File: src/qsd_pkg.sv
package qsd_pkg;

	// register byte offsets
	localparam logic [7:0] OFS_CTRL   = 8'h00;
	localparam logic [7:0] OFS_DELAY  = 8'h04;
	localparam logic [7:0] OFS_STATUS = 8'h08;
	localparam logic [7:0] OFS_RXMASK = 8'h0C;
	localparam logic [7:0] OFS_RXID   = 8'h10;
	localparam logic [7:0] OFS_INTERRUPT_MASK_REGISTER  = 8'h14;
	localparam logic [7:0] OFS_RXLO   = 8'h18;
	localparam logic [7:0] OFS_RXHI   = 8'h1C;
	localparam logic [7:0] OFS_QUEUE  = 8'h40;
	localparam logic [7:0] OFS_QEND   = 8'h7C;

	// control, status, delay and interrupt mask field positions
	localparam int CTRL_RUN    = 0;
	localparam int CTRL_WRAP   = 1;
	localparam int CTRL_FINIE  = 2;
	localparam int ST_FIN      = 0;
	localparam int ST_BUSY     = 1;
	localparam int ST_CPTR_LSB = 4;
	localparam int ST_RXFULL   = 8;
	localparam int DLY_POST_LSB = 8;
	localparam int INTERRUPT_MASK_REGISTER_RX6   = 6;

	// reset values
	localparam logic [31:0] RST_RXMASK = 32'h0FF0FFFE;
	localparam logic [31:0] RST_RXID   = 32'h00000000;
	localparam logic [6:0]  RST_PRE    = 7'h16;
	localparam logic [7:0]  RST_POST   = 8'h08;

	// timing in system clocks
	localparam int           SCK_DIV     = 4;
	localparam int           WORD_BITS   = 16;
	localparam logic [5:0]   SHIFT_LAST  = 6'(SCK_DIV * WORD_BITS - 1);
	localparam int           POST_UNIT   = 32;
	localparam logic [12:0]  POST_MAX    = 13'(256 * POST_UNIT - 1);
	localparam logic [3:0]   QUEUE_LAST  = 4'hF;
	localparam int           QUEUE_DEPTH = 16;

	typedef enum logic [1:0] {
		QSD_IDLE,
		QSD_PRE,
		QSD_SHIFT,
		QSD_POST
	} qsd_seq_e;

endpackage

File: src/qsd_rx_filter.sv
`timescale 1ns/1ps
module qsd_rx_filter
	import qsd_pkg::*;
(
	input  wire logic        clock,
	input  wire logic        rst_n,
	input  wire logic        frame_valid,
	input  wire logic [31:0] frame_id,
	input  wire logic [63:0] frame_data,
	input  wire logic [31:0] receive_global_mask,
	input  wire logic [31:0] match_id,
	output logic             hit,
	output logic [63:0]      hit_data
);

	typedef struct packed {
		logic        hit;
		logic [63:0] data;
	} qsd_flt_s;

	qsd_flt_s r_reg;
	qsd_flt_s r_next;

	always_comb begin
		r_next = r_reg;
		r_next.hit = 1'b0;
		// masked_id_bits are don't-care, so all audio ids share one buffer
		if (frame_valid && (((frame_id ^ match_id) & receive_global_mask) == 32'h0)) begin
			r_next.hit = 1'b1;
			r_next.data = frame_data;
		end
	end

	always_ff @(posedge clock) begin
		if (!rst_n) begin
			r_reg <= '0;
		end else begin
			r_reg <= r_next;
		end
	end

	assign hit = r_reg.hit;
	assign hit_data = r_reg.data;

endmodule

File: src/qsd_shifter.sv
`timescale 1ns/1ps
module qsd_shifter
	import qsd_pkg::*;
(
	input  wire logic        clock,
	input  wire logic        rst_n,
	input  wire logic        start,
	input  wire logic [15:0] word,
	output logic             sck,
	output logic             mosi,
	output logic             cs_n
);

	typedef struct packed {
		logic        busy;
		logic [5:0]  cnt;
		logic [15:0] sh;
		logic        sck;
		logic        mosi;
		logic        cs_n;
	} qsd_sh_s;

	qsd_sh_s r_reg;
	qsd_sh_s r_next;

	always_comb begin
		r_next = r_reg;
		if (start) begin
			r_next.busy = 1'b1;
			r_next.cnt = 6'h00;
			r_next.sh = word;
			r_next.mosi = word[15];
			r_next.sck = 1'b0;
			r_next.cs_n = 1'b0;
		end else if (r_reg.busy) begin
			if (r_reg.cnt == SHIFT_LAST) begin
				r_next.busy = 1'b0;
				r_next.sck = 1'b0;
				r_next.cs_n = 1'b1;
				r_next.mosi = 1'b0;
			end else begin
				r_next.cnt = r_reg.cnt + 6'h01;
				// sck is system clock / 4: two low, two high
				r_next.sck = r_next.cnt[1];
				if (r_reg.cnt[1:0] == 2'h3) begin
					r_next.sh = {r_reg.sh[14:0], 1'b0};
					r_next.mosi = r_reg.sh[14];
				end
			end
		end
	end

	always_ff @(posedge clock) begin
		if (!rst_n) begin
			r_reg <= '{busy: 1'b0, cnt: 6'h00, sh: 16'h0000,
				sck: 1'b0, mosi: 1'b0, cs_n: 1'b1};
		end else begin
			r_reg <= r_next;
		end
	end

	assign sck = r_reg.sck;
	assign mosi = r_reg.mosi;
	assign cs_n = r_reg.cs_n;

endmodule

File: src/qsd_audio_out.sv
// Chosen here: register access over Avalon-MM and the placing of the registers.
`timescale 1ns/1ps
module qsd_audio_out
	import qsd_pkg::*;
(
	input  wire logic        clock,
	input  wire logic        rst_n,
	input  wire logic [7:0]  avs_address,
	input  wire logic        avs_read,
	input  wire logic        avs_write,
	input  wire logic [31:0] avs_writedata,
	input  wire logic [3:0]  avs_byteenable,
	output logic [31:0]      avs_readdata,
	output logic             avs_waitrequest,
	input  wire logic        can_frame_valid,
	input  wire logic [31:0] can_frame_id,
	input  wire logic [63:0] can_frame_data,
	output logic             dac_sck,
	output logic             dac_mosi,
	output logic             dac_cs_n,
	output logic             dac_right,
	output logic             finished_irq,
	output logic             rx_irq
);

	////////////////////////////////////////////////////////////////////////
	// register map, byte offsets from the package
	//   ctrl    run, wrap, finished interrupt enable
	//   delay   pre delay [6:0], post delay in 32-clock units [15:8]
	//   status  finished (w1c), busy, completed_queue_pointer, rx full (w1c)
	//   rxmask  receive_global_mask, a zero bit ignores that id bit
	//   rxid    id that the unmasked bits must equal
	//   interrupt_mask_register   interrupt_mask_register, bit 6 gates rx_irq
	//   rxlo/hi payload bytes 0-3 and 4-7 of the last accepted frame
	//   queue   sixteen 8-bit samples, one per word
	// word timing is pre + 64 + post*32 clocks, 342 with reset values
	// delays are read when each count loads, so a change made mid-word
	// shows from the next load on and the queue need not be stopped

	typedef struct packed {
		logic                    wait_q;
		logic [31:0]             rdata;
		logic                    run;
		logic                    wrap;
		logic                    fin_ie;
		logic [6:0]              pre;
		logic [7:0]              post;
		logic [31:0]             rxmask;
		logic [31:0]             rxid;
		logic [31:0]             interrupt_mask_register;
		logic [63:0]             rxbuf;
		logic                    rxfull;
		logic                    fin;
		qsd_seq_e                state;
		logic [12:0]             cnt;
		logic [3:0]              ptr;
		logic [3:0]              cptr;
		logic                    right;
		logic                    fin_irq;
		logic                    rx_irq;
		logic [QUEUE_DEPTH-1:0][7:0] queue;
	} qsd_top_s;

	qsd_top_s r_reg;
	qsd_top_s r_next;

	logic        req;
	logic        hit;
	logic [63:0] hit_data;
	logic        shift_start;
	logic [31:0] rd_value;
	logic [31:0] status_word;

	assign req = avs_read | avs_write;

	////////////////////////////////////////////////////////////////////////
	// helpers

	function automatic logic [31:0] merge(input logic [31:0] old,
			input logic [31:0] wd, input logic [3:0] be);
		logic [31:0] res;
		res = old;
		for (int i = 0; i < 4; i++) begin
			if (be[i]) begin
				res[i*8 +: 8] = wd[i*8 +: 8];
			end
		end
		return res;
	endfunction

	// 1..127, a zero field still gives one clock
	function automatic logic [12:0] pre_load(input logic [6:0] p);
		logic [12:0] res;
		res = (p == 7'h00) ? 13'h0000 : 13'({6'h00, p} - 13'h0001);
		return res;
	endfunction

	// field n means n*32 clocks, zero means 8192
	function automatic logic [12:0] post_load(input logic [7:0] p);
		logic [12:0] res;
		if (p == 8'h00) begin
			res = POST_MAX;
		end else begin
			res = 13'({p, 5'h00} - 13'h0001);
		end
		return res;
	endfunction

	////////////////////////////////////////////////////////////////////////
	// sub blocks

	// filter output is registered: a frame lands two edges after its pulse
	qsd_rx_filter u_filter (
		.clock               (clock),
		.rst_n               (rst_n),
		.frame_valid         (can_frame_valid),
		.frame_id            (can_frame_id),
		.frame_data          (can_frame_data),
		.receive_global_mask (r_reg.rxmask),
		.match_id            (r_reg.rxid),
		.hit                 (hit),
		.hit_data            (hit_data)
	);

	// sample sits in the high byte, low byte zero
	// start goes with the last pre-delay cycle so both counters agree
	assign shift_start = (r_reg.state == QSD_PRE) && (r_reg.cnt == 13'h0000);

	qsd_shifter u_shifter (
		.clock (clock),
		.rst_n (rst_n),
		.start (shift_start),
		.word  ({r_reg.queue[r_reg.ptr], 8'h00}),
		.sck   (dac_sck),
		.mosi  (dac_mosi),
		.cs_n  (dac_cs_n)
	);

	////////////////////////////////////////////////////////////////////////
	// register read mux
	// reads have no side effects, so a repeated read is harmless

	always_comb begin
		status_word = 32'h0;
		status_word[ST_FIN] = r_reg.fin;
		status_word[ST_BUSY] = (r_reg.state != QSD_IDLE);
		status_word[ST_CPTR_LSB +: 4] = r_reg.cptr;
		status_word[ST_RXFULL] = r_reg.rxfull;
	end

	always_comb begin
		rd_value = 32'h0;
		if (avs_address == OFS_CTRL) begin
			rd_value[CTRL_RUN] = r_reg.run;
			rd_value[CTRL_WRAP] = r_reg.wrap;
			rd_value[CTRL_FINIE] = r_reg.fin_ie;
		end else if (avs_address == OFS_DELAY) begin
			rd_value[6:0] = r_reg.pre;
			rd_value[DLY_POST_LSB +: 8] = r_reg.post;
		end else if (avs_address == OFS_STATUS) begin
			rd_value = status_word;
		end else if (avs_address == OFS_RXMASK) begin
			rd_value = r_reg.rxmask;
		end else if (avs_address == OFS_RXID) begin
			rd_value = r_reg.rxid;
		end else if (avs_address == OFS_INTERRUPT_MASK_REGISTER) begin
			rd_value = r_reg.interrupt_mask_register;
		end else if (avs_address == OFS_RXLO) begin
			rd_value = r_reg.rxbuf[31:0];
		end else if (avs_address == OFS_RXHI) begin
			rd_value = r_reg.rxbuf[63:32];
		end else if ((avs_address >= OFS_QUEUE) && (avs_address <= OFS_QEND)
				&& (avs_address[1:0] == 2'h0)) begin
			rd_value[7:0] = r_reg.queue[avs_address[5:2]];
		end
	end

	////////////////////////////////////////////////////////////////////////
	// next state

	always_comb begin
		logic [31:0] wv;
		wv = 32'h0;
		r_next = r_reg;

		// bus: one wait cycle, then the access completes
		// waitrequest comes from a flop, so every access takes two cycles
		if (req && r_reg.wait_q) begin
			r_next.wait_q = 1'b0;
			r_next.rdata = rd_value;
		end else begin
			r_next.wait_q = 1'b1;
		end

		if (avs_write && !r_reg.wait_q) begin
			if (avs_address == OFS_CTRL) begin
				wv = merge({29'h0, r_reg.fin_ie, r_reg.wrap, r_reg.run},
					avs_writedata, avs_byteenable);
				r_next.run = wv[CTRL_RUN];
				r_next.wrap = wv[CTRL_WRAP];
				r_next.fin_ie = wv[CTRL_FINIE];
			end else if (avs_address == OFS_DELAY) begin
				wv = merge({16'h0, r_reg.post, 1'b0, r_reg.pre},
					avs_writedata, avs_byteenable);
				r_next.pre = wv[6:0];
				r_next.post = wv[DLY_POST_LSB +: 8];
			end else if (avs_address == OFS_STATUS) begin
				// write one to clear; a set in the same cycle wins below
				if (avs_byteenable[0] && avs_writedata[ST_FIN]) begin
					r_next.fin = 1'b0;
				end
				if (avs_byteenable[1] && avs_writedata[ST_RXFULL]) begin
					r_next.rxfull = 1'b0;
				end
			end else if (avs_address == OFS_RXMASK) begin
				r_next.rxmask = merge(r_reg.rxmask, avs_writedata, avs_byteenable);
			end else if (avs_address == OFS_RXID) begin
				r_next.rxid = merge(r_reg.rxid, avs_writedata, avs_byteenable);
			end else if (avs_address == OFS_INTERRUPT_MASK_REGISTER) begin
				r_next.interrupt_mask_register = merge(r_reg.interrupt_mask_register, avs_writedata, avs_byteenable);
			end else if ((avs_address >= OFS_QUEUE) && (avs_address <= OFS_QEND)
					&& (avs_address[1:0] == 2'h0) && avs_byteenable[0]) begin
				// software refills either half while the other is shifting
				// entries written without lane 0 stay as they were
				r_next.queue[avs_address[5:2]] = avs_writedata[7:0];
			end
		end

		// receive buffer: a fresh frame overwrites the previous one
		// the handler must empty it before the next frame or lose the older one
		if (hit) begin
			r_next.rxbuf = hit_data;
			r_next.rxfull = 1'b1;
		end

		// queue sequencer, the only master of the DAC link
		case (r_reg.state)
			QSD_IDLE: begin
				// a run always starts at entry 0
				if (r_reg.run) begin
					r_next.ptr = 4'h0;
					r_next.cnt = pre_load(r_reg.pre);
					r_next.state = QSD_PRE;
				end
			end
			QSD_PRE: begin
				if (r_reg.cnt == 13'h0000) begin
					r_next.cnt = {7'h00, SHIFT_LAST};
					// channel follows entry parity: even entries go left, odd entries right
					r_next.right = r_reg.ptr[0];
					r_next.state = QSD_SHIFT;
				end else begin
					r_next.cnt = r_reg.cnt - 13'h0001;
				end
			end
			QSD_SHIFT: begin
				if (r_reg.cnt == 13'h0000) begin
					r_next.cnt = post_load(r_reg.post);
					r_next.state = QSD_POST;
				end else begin
					r_next.cnt = r_reg.cnt - 13'h0001;
				end
			end
			QSD_POST: begin
				if (r_reg.cnt != 13'h0000) begin
					r_next.cnt = r_reg.cnt - 13'h0001;
				end else begin
					// pointer shows the last entry whose post delay is over
					r_next.cptr = r_reg.ptr;
					r_next.cnt = pre_load(r_reg.pre);
					if (r_reg.ptr != QUEUE_LAST) begin
						r_next.ptr = r_reg.ptr + 4'h1;
						r_next.state = QSD_PRE;
					end else begin
						r_next.fin = 1'b1;
						r_next.ptr = 4'h0;
						if (r_reg.wrap && r_reg.run) begin
							// entry 0 goes out next, refreshed or not
							r_next.state = QSD_PRE;
						end else begin
							r_next.run = 1'b0;
							r_next.state = QSD_IDLE;
						end
					end
				end
			end
			default: begin
				r_next.state = QSD_IDLE;
			end
		endcase

		// only the finished and rx full flags reach an interrupt; pointer 7 is polled
		r_next.fin_irq = r_next.fin & r_next.fin_ie;
		r_next.rx_irq = r_next.rxfull & r_next.interrupt_mask_register[INTERRUPT_MASK_REGISTER_RX6];
	end

	////////////////////////////////////////////////////////////////////////
	// state register

	always_ff @(posedge clock) begin
		if (!rst_n) begin
			// fields not named below clear to zero
			r_reg <= '0;
			r_reg.wait_q <= 1'b1;
			r_reg.pre <= RST_PRE;
			r_reg.post <= RST_POST;
			r_reg.rxmask <= RST_RXMASK;
			r_reg.rxid <= RST_RXID;
			r_reg.state <= QSD_IDLE;
		end else begin
			r_reg <= r_next;
		end
	end

	assign avs_readdata = r_reg.rdata;
	assign avs_waitrequest = r_reg.wait_q;
	assign dac_right = r_reg.right;
	assign finished_irq = r_reg.fin_irq;
	assign rx_irq = r_reg.rx_irq;

endmodule

File: config.mk
export PLATFORM = sky130hd
export DESIGN_NAME = qsd_audio_out
export DESIGN_NICKNAME = d
export VERILOG_FILES = /design/src/qsd_pkg.sv /design/src/qsd_rx_filter.sv /design/src/qsd_shifter.sv /design/src/qsd_audio_out.sv
export SDC_FILE = /design/constraint.sdc
export NUM_CORES = 1
export LEC_CHECK = 0
export ABC_AREA = 1
export BUFFER_PORTS_ARGS = -buffer_cell sky130_fd_sc_hd__buf_2
export CORE_MARGIN = 5
export CORE_UTILIZATION = 40
export DETAILED_ROUTE_END_ITERATION = 8
export MAX_ROUTING_LAYER = met4
export PLACE_DENSITY = 0.59
export SLEW_MARGIN = 20
export SYNTH_ARGS = -nofsm -noshare
export SYNTH_HDL_FRONTEND = slang
export SYNTH_SLANG_ARGS = --single-unit
File: constraint.sdc
create_clock -name clock -period 2.11 [get_ports clock]
set_input_delay 0.5275 -clock clock [delete_from_list [all_inputs] [get_ports clock]]
set_output_delay 0.5275 -clock clock [all_outputs]
set_load 0.05 [all_outputs]
==> results of run 1 <==
==> layer usage <==
layer / vias up / part of all wire
li1: 10457 / -
met1: 10150 / 0.43
met2: 868 / 0.46
met3: 156 / 0.067
met4: 0 / 0.035
met5: - / 0
==> kinds of logic (layout without fill, tap and decap cells) <==
logic type / after synthesis / count (layout) / share of synthesized area
fa+ha+maj: 12 / 12 / 0.00711
xor+xnor: 20 / 20 / 0.00829
flops: 449 / 449 / 0.425
buf+inv: 476 / 780 / 0.0970
compound gates: 975 / 975 / 0.252
simple gates: 1047 / 1048 / 0.210
==> per-stage QoR <==
stage	worst slack [ns]	power, mW
3_5_place_dp	-0.520	13.5
2_1_floorplan	0.129	11.7
3_3_place_gp	-0.529	13.5
6_report	0.0894	22.5
4_1_cts	-0.0224	22.4
5_1_grt	-0.0105	23.5
==> where the power goes <==
| part | internal (mW) | switching [mW] | total (mW) |
|---|---|---|---|
| Clock | 5.26 | 3.65 | 8.91 |
| Sequential | 8.65 | 0.142 | 8.79 |
| Combinational | 1.75 | 3.05 | 4.80 |
==> cell type report <==
type                            instances  area [sq um]  area share
Clock buffer                           70          1450      0.0554
Timing Repair Buffer                  425          3330       0.128
Multi-Input combinational cell       2055         10200       0.392
Clock inverter                         19           225     0.00863
Inverter                              266          1010      0.0387
Tap cell                              688           861      0.0330
Sequential cell                       449          9000       0.345
==> worst max-delay path: cells and delay by family, from the launching register on <==
kind	cells	cell delay, ns
buf+inv	3	0.45
simple gates	9	1.02
compound gates	1	0.09
flops	1	0.34
==> worst min-delay path by stage <==
| stage | cells after the start | startpoint | slack (ns) | end |
|---|---|---|---|---|
| finish | 3 | can_frame_data[35] | 0.14 | u_filter.hit_data[35] |
| floorplan | 2 | u_filter.hit_data[0] | 0.43 | r_reg[156] |
| global route | 3 | can_frame_data[29] | 0.14 | u_filter.hit_data[29] |
| detailed placement | 2 | r_reg[220] | 0.45 | r_reg[220] |
| CTS | 3 | can_frame_data[24] | 0.12 | u_filter.hit_data[24] |
| global placement | 2 | r_reg[247] | 0.44 | r_reg[247] |
==> placed cells by master (no fill, tap or decap), drive strengths merged, types with 10 or more instances in the layout <==
master    n
nor3     16
o21ai   425
a211oi   15
nand4    20
dfxtp   449
o211ai   41
a31oi    14
clkinv   23
nand2   508
o221ai   19
a21oi   376
clkbuf   72
a22o     10
buf     423
inv     256
ha       12
o22ai    40
nand3    80
nor2    406
xor2     18
or2      11
==> what timing repair did <==
action | CTS | global route
endpoints found under the setup margin | 63 | 95
hold buffers | 0 | 0
gates resized for setup | 6 | 39
pin swaps | 0 | 8
setup buffers | 1 | 3
cloned | 3 | 2
==> summary.md, run 1 <==
| Metric | Value |
|---|---|
| Status | `completed` |
| Remaining antenna violation count after routing | `0` |
| Net Count, Synth | `3136` |
| Clock root buffer | `clkbuf_16` |
| Skew final | `0.0164 ns` |
| Post-Syn Area | `21100 sq um` |
| Critical path startpoint | `r_reg[283]` |
| First-pass GRT wire length | `119000 um` |
| Worst-margin pin slew | `0.698 ns` |
| Later-pin clock latency in the skew report | `0.60 ns` |
| Post-DP HPWL | `57100 um` |
| Worst hold margin | `0.144 ns` |
| Global-route track usage on met2 | `0.433` |
| Slowest stage cell, crit path | `dfxtp_2` |
| Placed standard-cell area | `24100 sq um` |
| Site Rows | `84` |
| Final Cycle Share | `0.958` |
| Nets | `3402` |
| Area grow syn2layout | `23.4%` |
| Die area | `57500 sq um` |
| # clock sinks | `449` |
| Mapped Cells | `2979` |
| Ratio of cells with drive above 1 in the final layout | `0.191` |
| Wire per inst | `19.7 um` |
| Async S/R FF share, synth | `0` |
| Tmin final | `2.02 ns` |
| Post-synth EDFFs | `0` |
| Crit start category | `flip-flop` |
| CTS buffer count | `48` |
| Worst R2R Setup Slack | `0.09 ns` |
| Max-slew violations | `0` |
| Met3 Track Usage GR | `0.0358` |
| Cell variety after synth | `55` |
| # setup viols final | `0` |
| Max FFs per register | `331` |
| H-tree Lvls | `2` |
| Crit path DAT | `2.51 ns` |
| PortBufs | `183` |
| Die X | `240 um` |
| Core Util, Final | `0.497` |
| Hold crit path type | `in2reg` |
| Largest net degree at the start of global routing | `118` |
| Highest Clock Rate | `495 MHz` |
| Core Area | `52400 sq um` |
| Routing usage on met1 | `0.354` |
| Synth warn | `0` |
| Static Leak | `11.4 nW` |
| Dominant cells by area after synthesis | `dfxtp_1 43%, o21ai_0 9.5%, nand2_1 8.9%` |
| Top-level I/O count | `184` |
| Worst-path clk slew | `0.06 ns` |
| Critical Path Sink Type | `flip-flop` |
| Avg Cell Area, Syn | `7.09 sq um` |
| DR vias/cell | `5.45` |
| Final Hold Fails | `0` |
| Non-Filler Instances | `3972` |
| Fill count | `5209` |
| Initial antenna violation count | `0` |
| Crit-path most repeated cell | `nor2_1` |
| Vias in the first global route | `20461` |
| Worst Setup EP | `u_filter.hit_data[0]` |
| Crit Path Category | `reg2reg` |
| Slew margin rel. | `0.534` |
| Initial DRC count | `2029` |
| Max clock buf depth | `3` |
| TritonCTS clock tree | `done` |
| Post-synthesis sequential area ratio | `0.425` |
| Ys flop type | `dfxtp_1` |
| Most frequent cell after synthesis | `nand2_1` |
| Pre-antenna DRT Iters | `5` |
| Post-Route WL | `78400 um` |
| Most common library cells after synthesis | `502 x nand2_1, 449 x dfxtp_1, 401 x o21ai_0` |
| Cell area after layout | `26100 sq um` |
| Post-Route Setup TNS | `0 ns` |
| Yosys top cell area share | `0.425` |
| Antenna cells | `0` |
| Critical Path RT | `2.60 ns` |
| Global-route layer with the greatest usage | `met2` |
| Grt ovf | `0` |
| CP peak stage delay | `0.34 ns` |
| Max-Cap Viols | `0` |
| R2R Path End | `u_filter.hit_data[0]` |
| Yosys top cell by area | `dfxtp_1` |
| Peak supply drop | `673 uV` |
| R2R depth | `13` |
| Post-placement cell count | `3874` |
| Yosys reg bits | `449` |
| Final Wtd Congestion | `0.976` |
| PD cells | `863 nW/um^2` |
| DRC | `0` |
| CP max FO | `7` |
| Initial core utilization | `0.403` |
| Critical path, cell by cell | `nor2_1 -> nor2_1 -> nand2_1 -> o21ai_1 -> nor3b_2 -> nand4_1 -> nor2_2 -> buf_6 -> nand3_4 -> buf_12 -> buf_4 -> nor2_2 -> nor2_1` |
| RR Startpoint | `r_reg[283]` |
| GR Util All Layers | `0.270` |
| Die span in y | `240 um` |
| Vias | `21631` |
Note: power is estimated with default switching activity, not from simulation.
==> inputs of run 2 (changes only) <==
ABC_AREA = default   (was 1)
==> run 2 against run 1 <==
Global-route usage decreased by 0.57 points. Final cell count decreased by 14%. Non-clock buffer count increased by 41. Critical endpoint is now u_filter.hit_data[48].
==> summary.md, run 2 <==
| Metric | Value |
|---|---|
| Dominant cells by area after synthesis | `dfxtp_1 42%, mux4_2 10%, mux2i_1 8.4%` |
| Clock power share | `0.435 (+0.039)` |
| GR Util All Layers | `0.264 (-0.00566)` |
| Static Leak | `9.88 nW (-14%)` |
| Tmin final | `2.08 ns (+0.0641 ns)` |
| Die span in y | `241 um (+0.29%)` |
| Max-slew violations | `0 (unchanged)` |
| Clock root buffer | `clkbuf_16` |
| Die area | `57900 sq um (+0.58%)` |
| Ys flop type | `dfxtp_1` |
| Initial antenna violation count | `3 (+3)` |
| Vias | `19516 (-9.8%)` |
| Avg Cell Area, Syn | `8.95 sq um (+26%)` |
| Post-synth EDFFs | `0 (unchanged)` |
| Worst Path Buf+Inv | `5 (+2)` |
| Peak supply drop | `552 uV (-18%)` |
| Ratio of cells with drive above 1 in the final layout | `0.266 (+0.0749)` |
| Net Count, Synth | `2532 (-19%)` |
| Reg area | `9000 sq um (about the same)` |
| Critical Path Sink Type | `flip-flop` |
| Largest net degree at the start of global routing | `163 (+38%)` |
| Most common library cells after synthesis | `449 x dfxtp_1, 295 x nand2_1, 260 x a21oi_1` |
| Switching share of power | `0.265 (-0.0389)` |
| Cell area after layout | `26600 sq um (+1.9%)` |
| Site Rows | `84 (unchanged)` |
| Crit path DAT | `2.61 ns (+0.10 ns)` |
| Core Area | `52700 sq um (+0.40%)` |
| CP peak stage delay | `0.36 ns (+0.02 ns)` |
| Final Worst Setup Slack | `0.0253 ns (-0.0641 ns)` |
| Wire per inst | `22.6 um (+14%)` |
| Final Hold Fails | `0 (unchanged)` |
| RSZ-0062 raised after global routing | `yes` |
| Slowest stage cell, crit path | `dfxtp_4` |
| Vias in the first global route | `18670 (-8.8%)` |
| DR vias/cell | `5.73 (+5.2%)` |
| Die X | `241 um (+0.29%)` |
| Yosys reg bits | `449 (unchanged)` |
| Non-Filler Instances | `3407 (-14%)` |
| Post-Route WL | `76900 um (-1.9%)` |
| Post-placement cell count | `3309 (-15%)` |
| Crit start category | `flip-flop` |
| Commonest non-fill, non-tap cell in the layout | `dfxtp_1` |
| Post-synthesis sequential area ratio | `0.423 (-0.00258)` |
| Max-Cap Viols | `0 (unchanged)` |
| DP Worst Slack | `-0.482 ns (+0.0380 ns)` |
| Nets | `2838 (-17%)` |
| Max clock buf depth | `3 (unchanged)` |
| Area grow syn2layout | `25.0%` |
| Status | `completed` |
| Fill count | `4866 (-6.6%)` |
| Final Cycle Share | `0.988 (+0.0304)` |
| Pre-antenna DRT Iters | `5 (unchanged)` |
| Combinational power share | `0.127 (-0.086)` |
| H-tree Lvls | `2 (unchanged)` |
| # setup viols final | `0 (unchanged)` |
| Placed standard-cell area | `24700 sq um (+2.4%)` |
| Initial core utilization | `0.404 (+0.000839)` |
| Highest Clock Rate | `480 MHz (-3.1%)` |
| Top-level I/O count | `184 (unchanged)` |
| Grt ovf | `0 (unchanged)` |
| Post-Syn Area | `21300 sq um (+0.61%)` |
| Skew final | `0.0239 ns (+0.00752 ns)` |
| TritonCTS clock tree | `done` |
| DRC | `0 (unchanged)` |
| Later-pin clock latency in the skew report | `0.61 ns (about the same)` |
| Post-DP HPWL | `56900 um (-0.24%)` |
| Multi-input gate area | `11400 sq um (+12%)` |
| Final Wtd Congestion | `0.987 (+1.1%)` |
| Critical Path RT | `2.64 ns (+0.04 ns)` |
| Slew margin rel. | `0.452 (-0.0821)` |
| CP max FO | `8 (+1)` |
| Synth warn | `0 (unchanged)` |
| First-pass GRT wire length | `115000 um (-3.5%)` |
| Seq pwr share | `0.438 (+0.047)` |
| CTS buffer count | `49 (+2.1%)` |
| Yosys top cell by area | `dfxtp_1` |
| Core Util, Final | `0.505 (+0.00757)` |
| PD cells | `747 nW/um^2 (-13%)` |
| Critical path, cell by cell | `xor2_2 -> a22oi_1 -> nand4_1 -> buf_6 -> buf_6 -> nor3_4 -> buf_4 -> buf_12 -> buf_12 -> nand3_1 -> a21oi_1` |
| Crit-path leading delay family | `buffers and inverters` |
| Mapped Cells | `2375 (-20%)` |
| P_int | `14.6 mW (-6.8%)` |
| Hold crit path type | `in2reg` |
| Worst-path clk slew | `0.06 ns (about the same)` |
| # clock sinks | `449 (unchanged)` |
| Most frequent cell after synthesis | `dfxtp_1` |
| Max FFs per register | `331 (unchanged)` |
| Worst-margin pin slew | `0.822 ns (+0.124 ns)` |
| PortBufs | `183 (unchanged)` |
| Cell variety after synth | `74 (+35%)` |
| Yosys top cell area share | `0.423 (-0.00258)` |
| Initial DRC count | `1879 (-7.4%)` |
| Remaining antenna violation count after routing | `0 (unchanged)` |
| Async S/R FF share, synth | `0 (unchanged)` |
| Most frequent cells in the layout | `442 x dfxtp_1, 289 x nand2_1, 253 x a21oi_1, 240 x buf_4, 228 x nor2_1` |
| Crit Path Category | `reg2reg` |
| Switching Power | `5.27 mW (-23%)` |
## run 2: changes by cell type after synthesis, moves of 28 or more
cell	previous run	this run
o211ai_1	41	6
mux4_2	0	94
clkbuf_1	110	138
inv_1	225	15
mux2i_1	0	179
nor2_1	370	234
nand3_1	76	163
a21oi_1	376	260
o21ai_0	401	181
a22oi_1	2	38
nand2_1	502	295
## run 2: repair_timing
item / in CTS / in global routing
pin swaps: 0 / 24
setup endpoints to repair: 3 / 83
gates resized for setup: 3 / 59
hold buffers: 0 / 0
cloned: 0 / 4
setup buffers: 0 / 5
## run 2: worst paths after layout
check                           from                    end  slack (ns)  depth (start not counted)
setup / recovery          r_reg[283]  u_filter.hit_data[48]        0.03                         11
setup reg to reg          r_reg[283]  u_filter.hit_data[48]        0.03                         11
hold / removal    can_frame_data[58]  u_filter.hit_data[58]        0.18                          3
hold reg to reg     avs_readdata[16]       avs_readdata[16]        0.47                          2
## run 2: final cells by class
type                            count  share of cell area
Clock buffer                       71              0.0542
Antenna cell                        2            0.000188
Multi-Input combinational cell   1698               0.430
Timing Repair Buffer              466               0.135
Sequential cell                   449               0.339
Clock inverter                     16             0.00607
Inverter                           17             0.00268
Tap cell                          688              0.0324
## run 2: cell families (layout without fill, tap and decap cells)
group,Yosys count,in the layout,synth area share
AO/OA/AOI/OAI,561,561,0.148
XOR/XNOR,49,49,0.0202
buffers and inverters,228,570,0.0485
adder cells (fa/ha/maj),12,12,0.00706
flip-flops,449,449,0.423
multiplexers,276,276,0.185
AND/OR/NAND/NOR,800,800,0.168
other,0,2,0
## run 2: metrics by stage
step | hold WS, ns | total power, mW | TNS (ns)
CTS | 0.152 | 19.9 | 0
global placement | 0.439 | 11.3 | -93.43
floorplan | 0.426 | 10.3 | -4.06
finish | 0.177 | 19.9 | 0
global route | 0.161 | 20.6 | -0.503
detailed placement | 0.454 | 11.3 | -101.36
## run 2: worst register-to-register path: stages (launching register included)
cell and delay (ns):
dfxtp_4 0.36, xor2_2 0.16, a22oi_1 0.19, nand4_1 0.14, buf_6 0.15, buf_6 0.12
nor3_4 0.19, buf_4 0.15, buf_12 0.14, buf_12 0.13, nand3_1 0.13, a21oi_1 0.16
## run 2: layer usage
metal	vias up	wire, um	global-route usage
met5	-	0	-
met2	738	33500	0.380
met3	121	5810	0.0459
met4	0	2300	0.0774
li1	9071	-	-
met1	9586	35200	0.384
## run 2: power groups by stage
stage	registers, mW	logic, mW	clock network (mW)
2_1_floorplan	8.88	1.44	0
3_3_place_gp	8.88	2.44	0
3_5_place_dp	8.88	2.46	0
4_1_cts	8.69	2.47	8.76
5_1_grt	8.70	2.72	9.13
6_report	8.70	2.52	8.64
